**config.mk**
```make
export PLATFORM = sky130hd
export DESIGN_NAME = sdb_sram_core
export DESIGN_NICKNAME = d
export VERILOG_FILES = /design/src/hdl/sdb_pkg.sv /design/src/hdl/sdb_pair_buf.sv /design/src/hdl/sdb_sram_core.sv
export SDC_FILE = /design/constraint.sdc
export NUM_CORES = 1
export LEC_CHECK = 0
export BUFFER_PORTS_ARGS = -buffer_cell sky130_fd_sc_hd__buf_2
export CORE_ASPECT_RATIO = 0.7
export CORE_MARGIN = 8
export CORE_UTILIZATION = 50
export DETAILED_ROUTE_END_ITERATION = 6
export GPL_ROUTABILITY_DRIVEN = 0
export PLACE_DENSITY = 0.66
export SYNTH_ARGS = -nofsm -noshare
export SYNTH_HDL_FRONTEND = slang
export SYNTH_SLANG_ARGS = --single-unit
export TNS_END_PERCENT = 30
```
**constraint.sdc**
```tcl
create_clock -name clk_sys_i -period 7.2 [get_ports clk_sys_i]
set_input_delay 0 -clock clk_sys_i [delete_from_list [all_inputs] [get_ports clk_sys_i]]
set_output_delay 0 -clock clk_sys_i [all_outputs]
set_load 0.02 [all_outputs]
```
**src/hdl/sdb_pkg.sv**
```systemverilog
// shared constants, types and helpers for the burst-of-two ddr sram core
package sdb_pkg;

    // ------------------------------------------------------------------
    // array shape
    // ------------------------------------------------------------------
    localparam int DATA_W     = 18;
    localparam int LANE_W     = 9;
    localparam int NYB_LANE_W = 4;
    localparam int LANES      = 2;
    localparam int ADDR_W     = 4;
    localparam int BEATS      = 2;
    // lane width used for write masking; NYB_LANE_W selects the 8-bit variant
    localparam int WR_LANE_W  = LANE_W;

    // ------------------------------------------------------------------
    // counts and reset values
    // ------------------------------------------------------------------
    localparam int                  LOCK_CYCLES    = 1024;
    localparam int                  LOCK_CNT_W     = 11;
    localparam int                  ZQ_EVAL_CYCLES = 32;
    localparam int                  ZQ_CNT_W       = 6;
    localparam int                  IMP_CODE_W     = 4;
    localparam logic [IMP_CODE_W-1:0] IMP_CODE_RST = 4'h8;
    localparam logic [IMP_CODE_W-1:0] IMP_CODE_MAX = 4'hF;
    localparam logic [IMP_CODE_W-1:0] IMP_CODE_MIN = 4'h0;

    // ------------------------------------------------------------------
    // state types
    // ------------------------------------------------------------------
    typedef enum logic [1:0] {
        LCH_WAIT_K      = 2'b00,
        LCH_WAIT_FIRST  = 2'b01,
        LCH_WAIT_KN     = 2'b10,
        LCH_WAIT_SECOND = 2'b11
    } sdb_launch_t;

    typedef enum logic [0:0] {
        WR_IDLE  = 1'b0,
        WR_BEAT2 = 1'b1
    } sdb_wr_t;

    // ------------------------------------------------------------------
    // lane-masked merge of a new word over an old one
    // ------------------------------------------------------------------
    function automatic logic [DATA_W-1:0] mask_merge(
        input logic [DATA_W-1:0] old_word,
        input logic [DATA_W-1:0] new_word,
        input logic [LANES-1:0]  mask_n,
        input int                lane_w
    );
        logic [DATA_W-1:0] res;
        res = old_word;
        for (int i = 0; i < DATA_W; i++) begin
            if ((i / lane_w) < LANES) begin
                if (!mask_n[i / lane_w]) begin
                    res[i] = new_word[i];
                end
            end
        end
        return res;
    endfunction

endpackage

```
**src/hdl/sdb_pair_buf.sv**
```systemverilog
// two-entry valid/ready buffer holding read beat pairs
`timescale 1ns/1ps
module sdb_pair_buf #(
    parameter int WIDTH = 36,
    parameter int DEPTH = 2
) (
    // clock and reset
    input  wire logic             clk_i,
    input  wire logic             rst_b_i,
    // fill side
    input  wire logic             in_valid_i,
    output logic                  in_ready_o,
    input  wire logic [WIDTH-1:0] in_data_i,
    // drain side
    output logic                  out_valid_o,
    input  wire logic             out_ready_i,
    output logic [WIDTH-1:0]      out_data_o
);
    localparam int PTR_W = (DEPTH > 1) ? $clog2(DEPTH) : 1;
    localparam int CNT_W = PTR_W + 1;

    logic [WIDTH-1:0] store [DEPTH];
    logic [PTR_W-1:0] wr_ptr;
    logic [PTR_W-1:0] rd_ptr;
    logic [CNT_W-1:0] count;
    wire              push;
    wire              pop;

    assign in_ready_o  = (count != CNT_W'(DEPTH));
    assign out_valid_o = (count != '0);
    assign out_data_o  = store[rd_ptr];
    assign push        = in_valid_i & in_ready_o;
    assign pop         = out_valid_o & out_ready_i;

    function automatic logic [PTR_W-1:0] ptr_inc(input logic [PTR_W-1:0] p);
        return (p == PTR_W'(DEPTH - 1)) ? '0 : p + 1'b1;
    endfunction

    always_ff @(posedge clk_i or negedge rst_b_i) begin
        if (!rst_b_i) begin
            wr_ptr <= '0;
            rd_ptr <= '0;
            count  <= '0;
        end else begin
            if (push) begin
                wr_ptr <= ptr_inc(wr_ptr);
            end
            if (pop) begin
                rd_ptr <= ptr_inc(rd_ptr);
            end
            count <= count + CNT_W'(push) - CNT_W'(pop);
        end
    end

    always_ff @(posedge clk_i) begin
        if (push) begin
            store[wr_ptr] <= in_data_i;
        end
    end
endmodule

```
**src/hdl/sdb_sram_core.sv**
```systemverilog
// separate-io double-data-rate burst-of-two sram core, pins sampled on the system clock
`timescale 1ns/1ps
module sdb_sram_core (
    // system clock and reset
    input  wire logic                              clk_sys_i,
    input  wire logic                              rst_b_i,
    // memory interface clocks
    input  wire logic                              input_clock_i,
    input  wire logic                              input_clock_n_i,
    input  wire logic                              output_clock_i,
    input  wire logic                              output_clock_n_i,
    // command, address and write data
    input  wire logic                              read_enable_n_i,
    input  wire logic                              write_enable_n_i,
    input  wire logic [sdb_pkg::ADDR_W-1:0]        sync_address_i,
    input  wire logic [sdb_pkg::DATA_W-1:0]        data_in_i,
    input  wire logic [sdb_pkg::LANES-1:0]         byte_write_n_i,
    // loop control and impedance comparator
    input  wire logic                              dll_disable_n_i,
    input  wire logic                              impedance_ref_pin_i,
    // read data
    output logic [sdb_pkg::DATA_W-1:0]             data_out_o,
    output logic                                   data_out_oe_o,
    // status
    output logic                                   read_data_undefined_o,
    output logic                                   dll_locked_o,
    output logic [sdb_pkg::IMP_CODE_W-1:0]         pull_down_code_o,
    output logic [sdb_pkg::IMP_CODE_W-1:0]         pull_up_code_o
);
    import sdb_pkg::*;

    localparam int PIN_W = 8 + ADDR_W + DATA_W + LANES;
    localparam int PAIR_W = BEATS * DATA_W;

    // ------------------------------------------------------------------
    // reset release and pin synchronisers
    // ------------------------------------------------------------------
    logic rst_meta;
    logic rst_sync;

    always_ff @(posedge clk_sys_i or negedge rst_b_i) begin
        if (!rst_b_i) begin
            rst_meta <= 1'b0;
            rst_sync <= 1'b0;
        end else begin
            rst_meta <= 1'b1;
            rst_sync <= rst_meta;
        end
    end

    wire  [PIN_W-1:0] pin_raw;
    logic [PIN_W-1:0] pin_meta;
    logic [PIN_W-1:0] pin_s;
    logic [3:0]       clk_prev;

    assign pin_raw = {input_clock_i, input_clock_n_i, output_clock_i, output_clock_n_i,
                      read_enable_n_i, write_enable_n_i, dll_disable_n_i, impedance_ref_pin_i,
                      sync_address_i, data_in_i, byte_write_n_i};

    // pins are idle high except the data buses; resetting to ones avoids false edges
    always_ff @(posedge clk_sys_i or negedge rst_sync) begin
        if (!rst_sync) begin
            pin_meta <= '1;
            pin_s    <= '1;
            clk_prev <= 4'hF;
        end else begin
            pin_meta <= pin_raw;
            pin_s    <= pin_meta;
            clk_prev <= pin_s[PIN_W-1 -: 4];
        end
    end

    wire              k_s     = pin_s[PIN_W-1];
    wire              kn_s    = pin_s[PIN_W-2];
    wire              c_s     = pin_s[PIN_W-3];
    wire              cn_s    = pin_s[PIN_W-4];
    wire              ren_s   = pin_s[PIN_W-5];
    wire              wen_s   = pin_s[PIN_W-6];
    wire              dlln_s  = pin_s[PIN_W-7];
    wire              zq_s    = pin_s[PIN_W-8];
    wire [ADDR_W-1:0] addr_s  = pin_s[LANES+DATA_W +: ADDR_W];
    wire [DATA_W-1:0] din_s   = pin_s[LANES +: DATA_W];
    wire [LANES-1:0]  bwn_s   = pin_s[0 +: LANES];

    // ------------------------------------------------------------------
    // edge detection and output clock selection
    // ------------------------------------------------------------------
    wire k_rise  = k_s & ~clk_prev[3];
    wire kn_rise = kn_s & ~clk_prev[2];
    wire c_rise  = c_s & ~clk_prev[1];
    wire cn_rise = cn_s & ~clk_prev[0];
    // complementary output clocks are never both high unless tied off
    wire c_tied       = c_s & cn_s & clk_prev[1] & clk_prev[0];
    wire first_edge   = c_tied ? kn_rise : cn_rise;
    wire second_edge  = c_tied ? k_rise : c_rise;

    // ------------------------------------------------------------------
    // write port
    // ------------------------------------------------------------------
    sdb_wr_t          wr_state;
    logic [DATA_W-1:0] wd0;
    logic [LANES-1:0]  wm0;
    logic [DATA_W-1:0] mem [2**(ADDR_W+1)];

    wire wr_start  = k_rise & ~wen_s & (wr_state == WR_IDLE);
    wire wr_commit = kn_rise & (wr_state == WR_BEAT2);
    wire [ADDR_W:0] wr_idx0 = {addr_s, 1'b0};
    wire [ADDR_W:0] wr_idx1 = {addr_s, 1'b1};
    wire [DATA_W-1:0] wr_new0 = mask_merge(mem[wr_idx0], wd0, wm0, WR_LANE_W);
    wire [DATA_W-1:0] wr_new1 = mask_merge(mem[wr_idx1], din_s, bwn_s, WR_LANE_W);

    always_ff @(posedge clk_sys_i or negedge rst_sync) begin
        if (!rst_sync) begin
            wr_state <= WR_IDLE;
            wd0      <= '0;
            wm0      <= '1;
        end else begin
            unique case (wr_state)
                WR_IDLE: begin
                    if (wr_start) begin
                        wr_state <= WR_BEAT2;
                        wd0      <= din_s;
                        wm0      <= bwn_s;
                    end
                end
                WR_BEAT2: begin
                    if (kn_rise) begin
                        wr_state <= WR_IDLE;
                    end
                end
            endcase
        end
    end

    // all-high masks leave both words as they were, so an abort needs no special path
    always_ff @(posedge clk_sys_i) begin
        if (wr_commit) begin
            mem[wr_idx0] <= wr_new0;
            mem[wr_idx1] <= wr_new1;
        end
    end

    // ------------------------------------------------------------------
    // read port: command, fetch with pass-through, buffered launch
    // ------------------------------------------------------------------
    logic              rd_pend;
    logic [ADDR_W-1:0] rd_addr;
    wire               buf_in_ready;
    wire               buf_out_valid;
    wire [PAIR_W-1:0]  buf_out_data;
    sdb_launch_t       lch_state;
    logic              kn_got;

    // a read is refused while both buffer entries are occupied
    wire rd_cmd   = k_rise & ~ren_s & buf_in_ready;
    wire push_vld = kn_rise & rd_pend;
    wire bypass   = wr_commit & (addr_s == rd_addr);
    wire [DATA_W-1:0] fetch0 = bypass ? wr_new0 : mem[{rd_addr, 1'b0}];
    wire [DATA_W-1:0] fetch1 = bypass ? wr_new1 : mem[{rd_addr, 1'b1}];
    wire buf_pop  = (lch_state == LCH_WAIT_SECOND) & second_edge;

    always_ff @(posedge clk_sys_i or negedge rst_sync) begin
        if (!rst_sync) begin
            rd_pend <= 1'b0;
            rd_addr <= '0;
        end else begin
            if (rd_cmd) begin
                rd_pend <= 1'b1;
                rd_addr <= addr_s;
            end else if (kn_rise) begin
                rd_pend <= 1'b0;
            end
        end
    end

    sdb_pair_buf #(
        .WIDTH (PAIR_W),
        .DEPTH (2)
    ) u_pair_buf (
        .clk_i       (clk_sys_i),
        .rst_b_i     (rst_sync),
        .in_valid_i  (push_vld),
        .in_ready_o  (buf_in_ready),
        .in_data_i   ({fetch1, fetch0}),
        .out_valid_o (buf_out_valid),
        .out_ready_i (buf_pop),
        .out_data_o  (buf_out_data)
    );

    always_ff @(posedge clk_sys_i or negedge rst_sync) begin
        if (!rst_sync) begin
            lch_state     <= LCH_WAIT_K;
            data_out_o    <= '0;
            data_out_oe_o <= 1'b0;
            kn_got        <= 1'b0;
        end else begin
            // a lagging output_clock_n rises after input_clock_n; keep that edge so beat two is not a period late
            kn_got <= (lch_state == LCH_WAIT_FIRST) & (kn_got | kn_rise);
            unique case (lch_state)
                LCH_WAIT_K: begin
                    if (k_rise && buf_out_valid) begin
                        lch_state <= LCH_WAIT_FIRST;
                    end else if (first_edge) begin
                        data_out_oe_o <= 1'b0;
                    end
                end
                LCH_WAIT_FIRST: begin
                    if (first_edge) begin
                        data_out_o    <= buf_out_data[DATA_W-1:0];
                        data_out_oe_o <= 1'b1;
                        lch_state     <= (c_tied || kn_got || kn_rise) ? LCH_WAIT_SECOND : LCH_WAIT_KN;
                    end
                end
                LCH_WAIT_KN: begin
                    if (kn_rise) begin
                        lch_state <= LCH_WAIT_SECOND;
                    end
                end
                LCH_WAIT_SECOND: begin
                    if (second_edge) begin
                        data_out_o <= buf_out_data[PAIR_W-1:DATA_W];
                        // tied mode: this K rise is already the start of the next queued read
                        lch_state  <= (c_tied && !buf_in_ready) ? LCH_WAIT_FIRST : LCH_WAIT_K;
                    end
                end
            endcase
        end
    end

    // ------------------------------------------------------------------
    // delay-locked loop status
    // ------------------------------------------------------------------
    logic [LOCK_CNT_W-1:0] lock_cnt;

    always_ff @(posedge clk_sys_i or negedge rst_sync) begin
        if (!rst_sync) begin
            lock_cnt     <= '0;
            dll_locked_o <= 1'b0;
        end else if (!dlln_s) begin
            lock_cnt     <= '0;
            dll_locked_o <= 1'b0;
        end else if (k_rise && !dll_locked_o) begin
            lock_cnt     <= lock_cnt + 1'b1;
            dll_locked_o <= (lock_cnt == LOCK_CNT_W'(LOCK_CYCLES - 1));
        end
    end

    assign read_data_undefined_o = ~dll_locked_o;

    // ------------------------------------------------------------------
    // output impedance calibration
    // ------------------------------------------------------------------
    logic [ZQ_CNT_W-1:0] zq_cnt;
    logic                pd_pend;
    logic                pu_pend;
    logic                step_up;

    wire zq_eval  = (zq_cnt == ZQ_CNT_W'(ZQ_EVAL_CYCLES - 1));
    wire pd_apply = pd_pend & (~data_out_oe_o | data_out_o[0]);
    wire pu_apply = pu_pend & (~data_out_oe_o | ~data_out_o[0]);

    function automatic logic [IMP_CODE_W-1:0] imp_step(input logic [IMP_CODE_W-1:0] code,
                                                       input logic                  up);
        if (up) begin
            return (code == IMP_CODE_MAX) ? code : code + 1'b1;
        end
        return (code == IMP_CODE_MIN) ? code : code - 1'b1;
    endfunction

    // a new evaluation wins over a pending clear in the same cycle
    always_ff @(posedge clk_sys_i or negedge rst_sync) begin
        if (!rst_sync) begin
            zq_cnt           <= '0;
            pd_pend          <= 1'b0;
            pu_pend          <= 1'b0;
            step_up          <= 1'b0;
            pull_down_code_o <= IMP_CODE_RST;
            pull_up_code_o   <= IMP_CODE_RST;
        end else begin
            zq_cnt  <= zq_eval ? '0 : zq_cnt + 1'b1;
            pd_pend <= zq_eval | (pd_pend & ~pd_apply);
            pu_pend <= zq_eval | (pu_pend & ~pu_apply);
            if (zq_eval) begin
                step_up <= zq_s;
            end
            if (pd_apply) begin
                pull_down_code_o <= imp_step(pull_down_code_o, step_up);
            end
            if (pu_apply) begin
                pull_up_code_o <= imp_step(pull_up_code_o, step_up);
            end
        end
    end
endmodule

```
# After elaboration in Yosys (flattened, before gate mapping)
# Memories as Yosys holds them, arrays and structs flattened.
# Index checks and enable logic that the tools add are counted.
# word_totals
ff_bits	151
ramBits	648
inputBits	34
elab_cells	197
memories	2
# classes
addsub	10
eq_ne	20
mux	81
bitwise	39
reduce_logical	20
# mem_list
memory	words	word_bits	rd	rd_clocked_by_memory_dff	wr	line_no	source
mem	32	18	4	0	2	sdb_sram_core.sv:103	logic [DATA_W-1:0] mem [2**(ADDR_W+1)];
u_pair_buf.store	2	36	1	0	1	sdb_pair_buf.sv:22	logic [WIDTH-1:0] store [DEPTH];
# op_table
op	n
18-bit 2-to-1 mux	4
1-bit 2-to-1 mux	58
18-bit case mux with 2 select lines	1
4-bit 2-to-1 mux	8
1-bit bitwise AND	22
11-bit 2-to-1 mux	2
2-bit != test, second input constant	9
1-bit inverter	12
11-bit by 1-bit adder with 11-bit output, second input constant	1
11-bit by 10-bit equality test with 1-bit output, second input constant	1
3-bit AND reduction	3
4-bit by 1-bit adder with 4-bit output, second input constant	2
4-bit equality test, second input constant	2
4-bit logical NOT	2
2-bit 2-to-1 mux	4
2-bit case mux with 4 select lines	1
4-bit AND reduction	2
2-bit nonzero test	4
4-bit by 1-bit subtractor with 4-bit output, second input constant	2
6-bit by 1-bit adder with 6-bit output, second input constant	1
6-bit by 5-bit equality test with 1-bit output, second input constant	1
6-bit 2-to-1 mux	1
3-bit != test, second input constant	2
1-bit bitwise OR	5
13 further kinds	20

# Logic depth before layout (Yosys ltp)
# logic_depth
ltp_word	8
depth_mapped	9
mapped_depth_nobuf	8

# By module
# Synthesis repeated with hierarchy kept, for this count alone.
# unflattened
hier_cells	1914
area_unflattened_um2	35196.3
# by_module_without_submodules
module	instances	cells_per_inst	area_each_um2	seq_area_each_um2
sdb_sram_core	1	1780	32368.5	21065.2
sdb_pair_buf	1	134	2827.7	2262.2

# Least setup slack after synthesis
# Ideal clock, no wire load.
# synth_path
path_kind	register to register
start	reg pin_s[21]
end	mem mem[0][0] (enable)
setup_ns	0.474
arrival_time_ns	3.809
required_time_ns	6.726
path_slack_ns	2.917
path_stages_with_launch	7
n_path_buf	4
synth_period_minus_slack_ns	4.283
cell_sequence	dfstp_2 > buf_4 > buf_12 > buf_6 > buf_2 > or3_1 > nor3_1
# synth_rtl
element	line_no	source
from (decl)	sdb_sram_core.sv:53	logic [PIN_W-1:0] pin_s;
from (signal assigned)	sdb_sram_core.sv:68	pin_s <= pin_meta;
to (decl)	sdb_sram_core.sv:103	

# Worst setup path in the final report
# layout_path
start	reg pin_s[20]
end	mem u_pair_buf.store[0][24], data pin
# layout_between
elab_chain_cells	3
word_cells_on_any_way	5
classes_between	eq/ne: 1; mux: 2; bitwise: 1; memory: 1
# layout_lines
element	line_no	source
memory 32 x 18 bit	--	
1-bit 2-to-1 mux	sdb_pkg.sv:56	if (!mask_n[i / lane_w]) begin
net wr_new1[6]	sdb_sram_core.sv:110	wire [DATA_W-1:0] wr_new1 = mask_merge(mem[wr_idx1], din_s, bwn_s, WR_LANE_W);
18-bit 2-to-1 mux	sdb_sram_core.sv:159	wire [DATA_W-1:0] fetch1 = bypass ? wr_new1 : mem[{rd_addr, 1'b1}];
net fetch1[6]	sdb_sram_core.sv:159	
to (decl)	sdb_pair_buf.sv:22	
# The timed path passes the listed nets, and every way through them passes these cells.

==> summary.md <==
| Metric | Value |
|---|---|
| Combinational power share | 0.247 |
| Yosys top cell by area | edfxtp_1 |
| GRT Total Usage | 0.2440 |
| Crit-path max cell delay | ~1.1 ns |
| Largest net degree at the start of global routing | ~120 |
| Reg clk slew, reported paths | 0.06 ns |
| Post-synthesis sequential area ratio | 0.6729 |
| FF-to-FF Start | pin_s[20]$_DFF_PN1_ |
| Worst EP arrival | approximately 5 ns |
| Synth Instances | roughly 1800 |
| Flop pwr share | 0.441 |
| Nature of the critical path endpoint | register |
| Clock Power Share | 0.311 |
| Synth Flop Type | edfxtp_1 |
| Total number of vias | around 20000 |
| Worst-Margin Slew | 1.320 ns |
| Switch share | 0.2920 |
| Worst vdd ir | slightly below 0.0003 V |
| Post-CTS setup buffer count | 0 |
| Initial antenna violation count | 0 |
| Layout cells sized above 1 | 0.3196 |
| CTS hold repair buffers | 53 |
| Site row count | 80 |
| Clock buffer count from CTS | between 70 and 80 |
| Pwr/cell area | about 340 mW/mm^2 |
| Critical Path Start | pin_s[20]$_DFF_PN1_ |
| Worst path most repeated cell | buf_4 |
| Global-route wire length before repair | 139000 um |
| Distinct cell type count after synthesis | 59 |
| Critical Path RT | ~7.7 ns |
| CTS tree | done |
| Fin cells | slightly below 3000 |
| Root Buffer | clkbuf_16 |
| Final Max Slew Viols | 0 |
| Filler instances | approximately 5000 |
| Clock Sinks | approximately 800 |
| Num ports | 63 |
| IO buf count | between 60 and 70 |
| Ratio of final minimum period to clock period | 0.6171 |
| Synth top area share | 0.5613 |
| Core area | 0.06837 mm^2 |
| Resized cells post-CTS | 0 |
| Max H-tree Level | 3 |
| Max FO, Critical Path | 29 |
| Setup CP Type | reg2reg |
| Post-synth net total | about 1900 |
| Multi-input logic area | around 0.011 mm^2 |
| Number of global-route vias before repair | 20184 |
| Total grt overflow | 0 |
| Internal power | 9351 uW |
| Final hold violation count | 0 |
| Fin Clk Skew | 0.02637 ns |
| Placed cell count | between 2000 and 3000 |
| Syn-to-layout area delta | 12.99% |
| Routed Wire Length | roughly 95000 um |
| Worst Setup Start Kind | register |
| Nets@finish | between 1500 and 2000 |
| Synth warn | 0 |
| Avg Cell Area, Syn | approximately 19 um^2 |
| Final HPWL DP | 51350 um |
| Starting DRT DRC Count | roughly 2700 |
| Synth Register Bits | approximately 800 |
| Asr flop ratio synth | 0.1890 |
| Status | finished, final reports clean |
| WL/cell | around 33 um |
| Critical-path cell list | buf_4 -> nor2b_4 -> buf_4 -> a22oi_1 -> a21oi_1 -> a21o_1 |
| DR pass1 iterations | 6 |
| Mapped Area | about 0.035 mm^2 |
| Psw | 3856 uW |
| Drt drc | 0 |
| RSZ-0062 raised after global routing | false |
| Max_cap viols | 0 |
| Vias per inst | 6.703 |
| Latest clock arrival within the worst-skew pair | 0.63 ns |
| Hold/Removal Path Class | in2reg |
| Setup TNS | 0 ns |
| Fmax | roughly 230 MHz |
| FF+latch area | ~0.023 mm^2 |
| Number of flops mapped to enable cells by yosys | 648 |
| Die Ht | between 200 and 250 um |
| Tmin final | roughly 4.4 ns |
| Deepest clock path buffer count | 3 |
| Initial core utilization | 0.5070 |
| Setup-failing EPs final | 0 |
| Die area | around 0.08 mm^2 |
| N_diodes | 0 |
| Die X | 330.7 um |
| Routed Antenna Nets | 0 |
| Worst hold start | dll_disable_n_i |
| Rel. slew slack | 0.1199 |
| Synth area leaders | edfxtp_1 56%, mux4_2 17%, dfrtp_1 5.7% |
| Critical path's slowest cell | dfstp_4 |
| Leakage | 0.01328 uW |
## logic make-up (layout without fill, tap and decap cells)
| family | count (synthesis) | count (layout) | synth area share |
|---|---|---|---|
| xor gates and xnor gates | 27 | 27 | 0.006822 |
| muxes | 392 | 392 | 0.2119 |
| buffers and inverters | 137 | 314 | 0.01974 |
| other | 1 | 1 | 0.0001082 |
| and+or+nand+nor | 140 | 140 | 0.01978 |
| adders and majority gates | 15 | 15 | 0.005847 |
| AOI/OAI and AO/OA | 321 | 321 | 0.06284 |
| DFF | 799 | 799 | 0.6729 |
## power groups by stage
stage	sequential [uW]	combinational (uW)	clock, uW
2_1_floorplan	5840	2300	0
3_3_place_gp	5910	3160	0
3_5_place_dp	5920	3210	0
4_1_cts	5830	3250	4180
5_1_grt	5870	3480	4360
6_report	5830	3270	4110
## state kept, by name (all words and copies together) (netlist names), 4 cells and up
name,cells
pull_down_code_o,4
lock_cnt,11
mem,576
wd0,18
clk_prev,4
pin_s,32
u_pair_buf.store,72
pull_up_code_o,4
data_out_o,18
pin_meta,32
rd_addr,4
zq_cnt,6
## through the flow
step / total power (uW) / instance area (um^2) / worst slack, ns / hold slack, ns / utilization
after floorplan: 8143 / 34660 / 2.807 / -0.2956 / -
after global placement: 9073 / 36030 / 3.022 / -0.2137 / 0.5271
after detailed placement: 9137 / 36030 / 2.867 / -0.2119 / 0.5271
after CTS: 13250 / 39170 / 2.852 / 0.0005269 / 0.5729
after global routing: 13710 / 39170 / 2.572 / 0.008976 / 0.5729
final: 13210 / 39170 / 2.757 / 0.01712 / 0.5729
## synthesized netlist by cell type (3+ instances only)
master / number
buf_6: 6
a22oi_1: 107
o221ai_1: 35
buf_4: 12
xor2_1: 11
mux4_2: 269
xnor2_1: 16
nand4_1: 3
clkbuf_1: 49
mux2i_1: 78
o21ai_0: 6
a22o_1: 3
or3_1: 3
a21oi_1: 111
nor2b_1: 9
dfstp_2: 72
nand3_1: 6
nor3_1: 7
mux2_1: 11
dfrtp_1: 79
and2_1: 9
nor2_1: 59
buf_2: 50
nand2b_1: 4
buf_1: 8
a21o_1: 39
mux2_2: 34
a21boi_0: 4
inv_1: 9
edfxtp_1: 648
and3_1: 6
ha_1: 13
nand2_1: 22
## path summary, 6_finish.rpt
path	slack (ns)	endpoint	cells after the start
setup / recovery	2.76	u_pair_buf.store[0][24]$_DFFE_PP_	6
hold / removal	0.02	pin_meta[25]$_DFF_PN1_	2
setup reg to reg	2.76	u_pair_buf.store[0][24]$_DFFE_PP_	6
hold reg to reg	0.22	data_out_o[16]$_DFFE_PN0P_	0
max in group asynchronous	5.62	rd_addr[0]$_DFFE_PN0P_	1
min in group asynchronous	0.22	rst_meta$_DFF_PN0_	3
## worst max-delay path: cells and delay by family (launching register included)
family                 cells  cell delay, ns
buffers and inverters      2            1.07
DFF                        1            1.10
and+or+nand+nor            1            0.68
AOI/OAI and AO/OA          3            1.40
## cells in the final DEF, fill, tap and decap left out, types with 4 or more instances in the layout
cell type and instances:
mux4_2 269, nor2b_1 5, clkbuf_8 10, a21o_1 39
clkinv_2 13, nor2b_4 4, nor2_1 45, dlygate4sd3_1 53
a21boi_0 4, mux2_1 11, edfxtp_1 648, xor2_1 11
nand3_1 5, dfrtp_1 76, ha_1 12, buf_2 62
mux2_2 34, nand2b_1 4, clkbuf_1 15, and3_1 6
dfstp_2 69, mux2i_1 78, clkinv_1 8, a22oi_1 107
xnor2_1 16, nor3_2 6, inv_1 9, nor2_4 14
buf_4 43, o21ai_0 6, nand2_1 22, clkbuf_16 85
o221ai_1 35, and2_1 7, clkinvlp_4 4, a21oi_1 111
## layout make-up
type	count	area share
Tap cell	902	0.02882
Sequential cell	799	0.5962
Multi-Input combinational cell	896	0.2769
Timing Repair Buffer	160	0.03073
Clock inverter	34	0.007156
Clock buffer	110	0.05926
Inverter	10	0.0009584
## metal layers
metal / vias to the layer above / wire, um / GRT usage / share of wire
li1: 7861 / - / - / -
met1: 10136 / 37140 / 0.3434 / 0.39
met2: 1304 / 42860 / 0.3644 / 0.45
met3: 211 / 11860 / 0.07464 / 0.12
met4: 0 / 3021 / 0.07791 / 0.032
met5: - / 0 / 0 / 0
No activity file was read; power rests on OpenSTA's default activity.
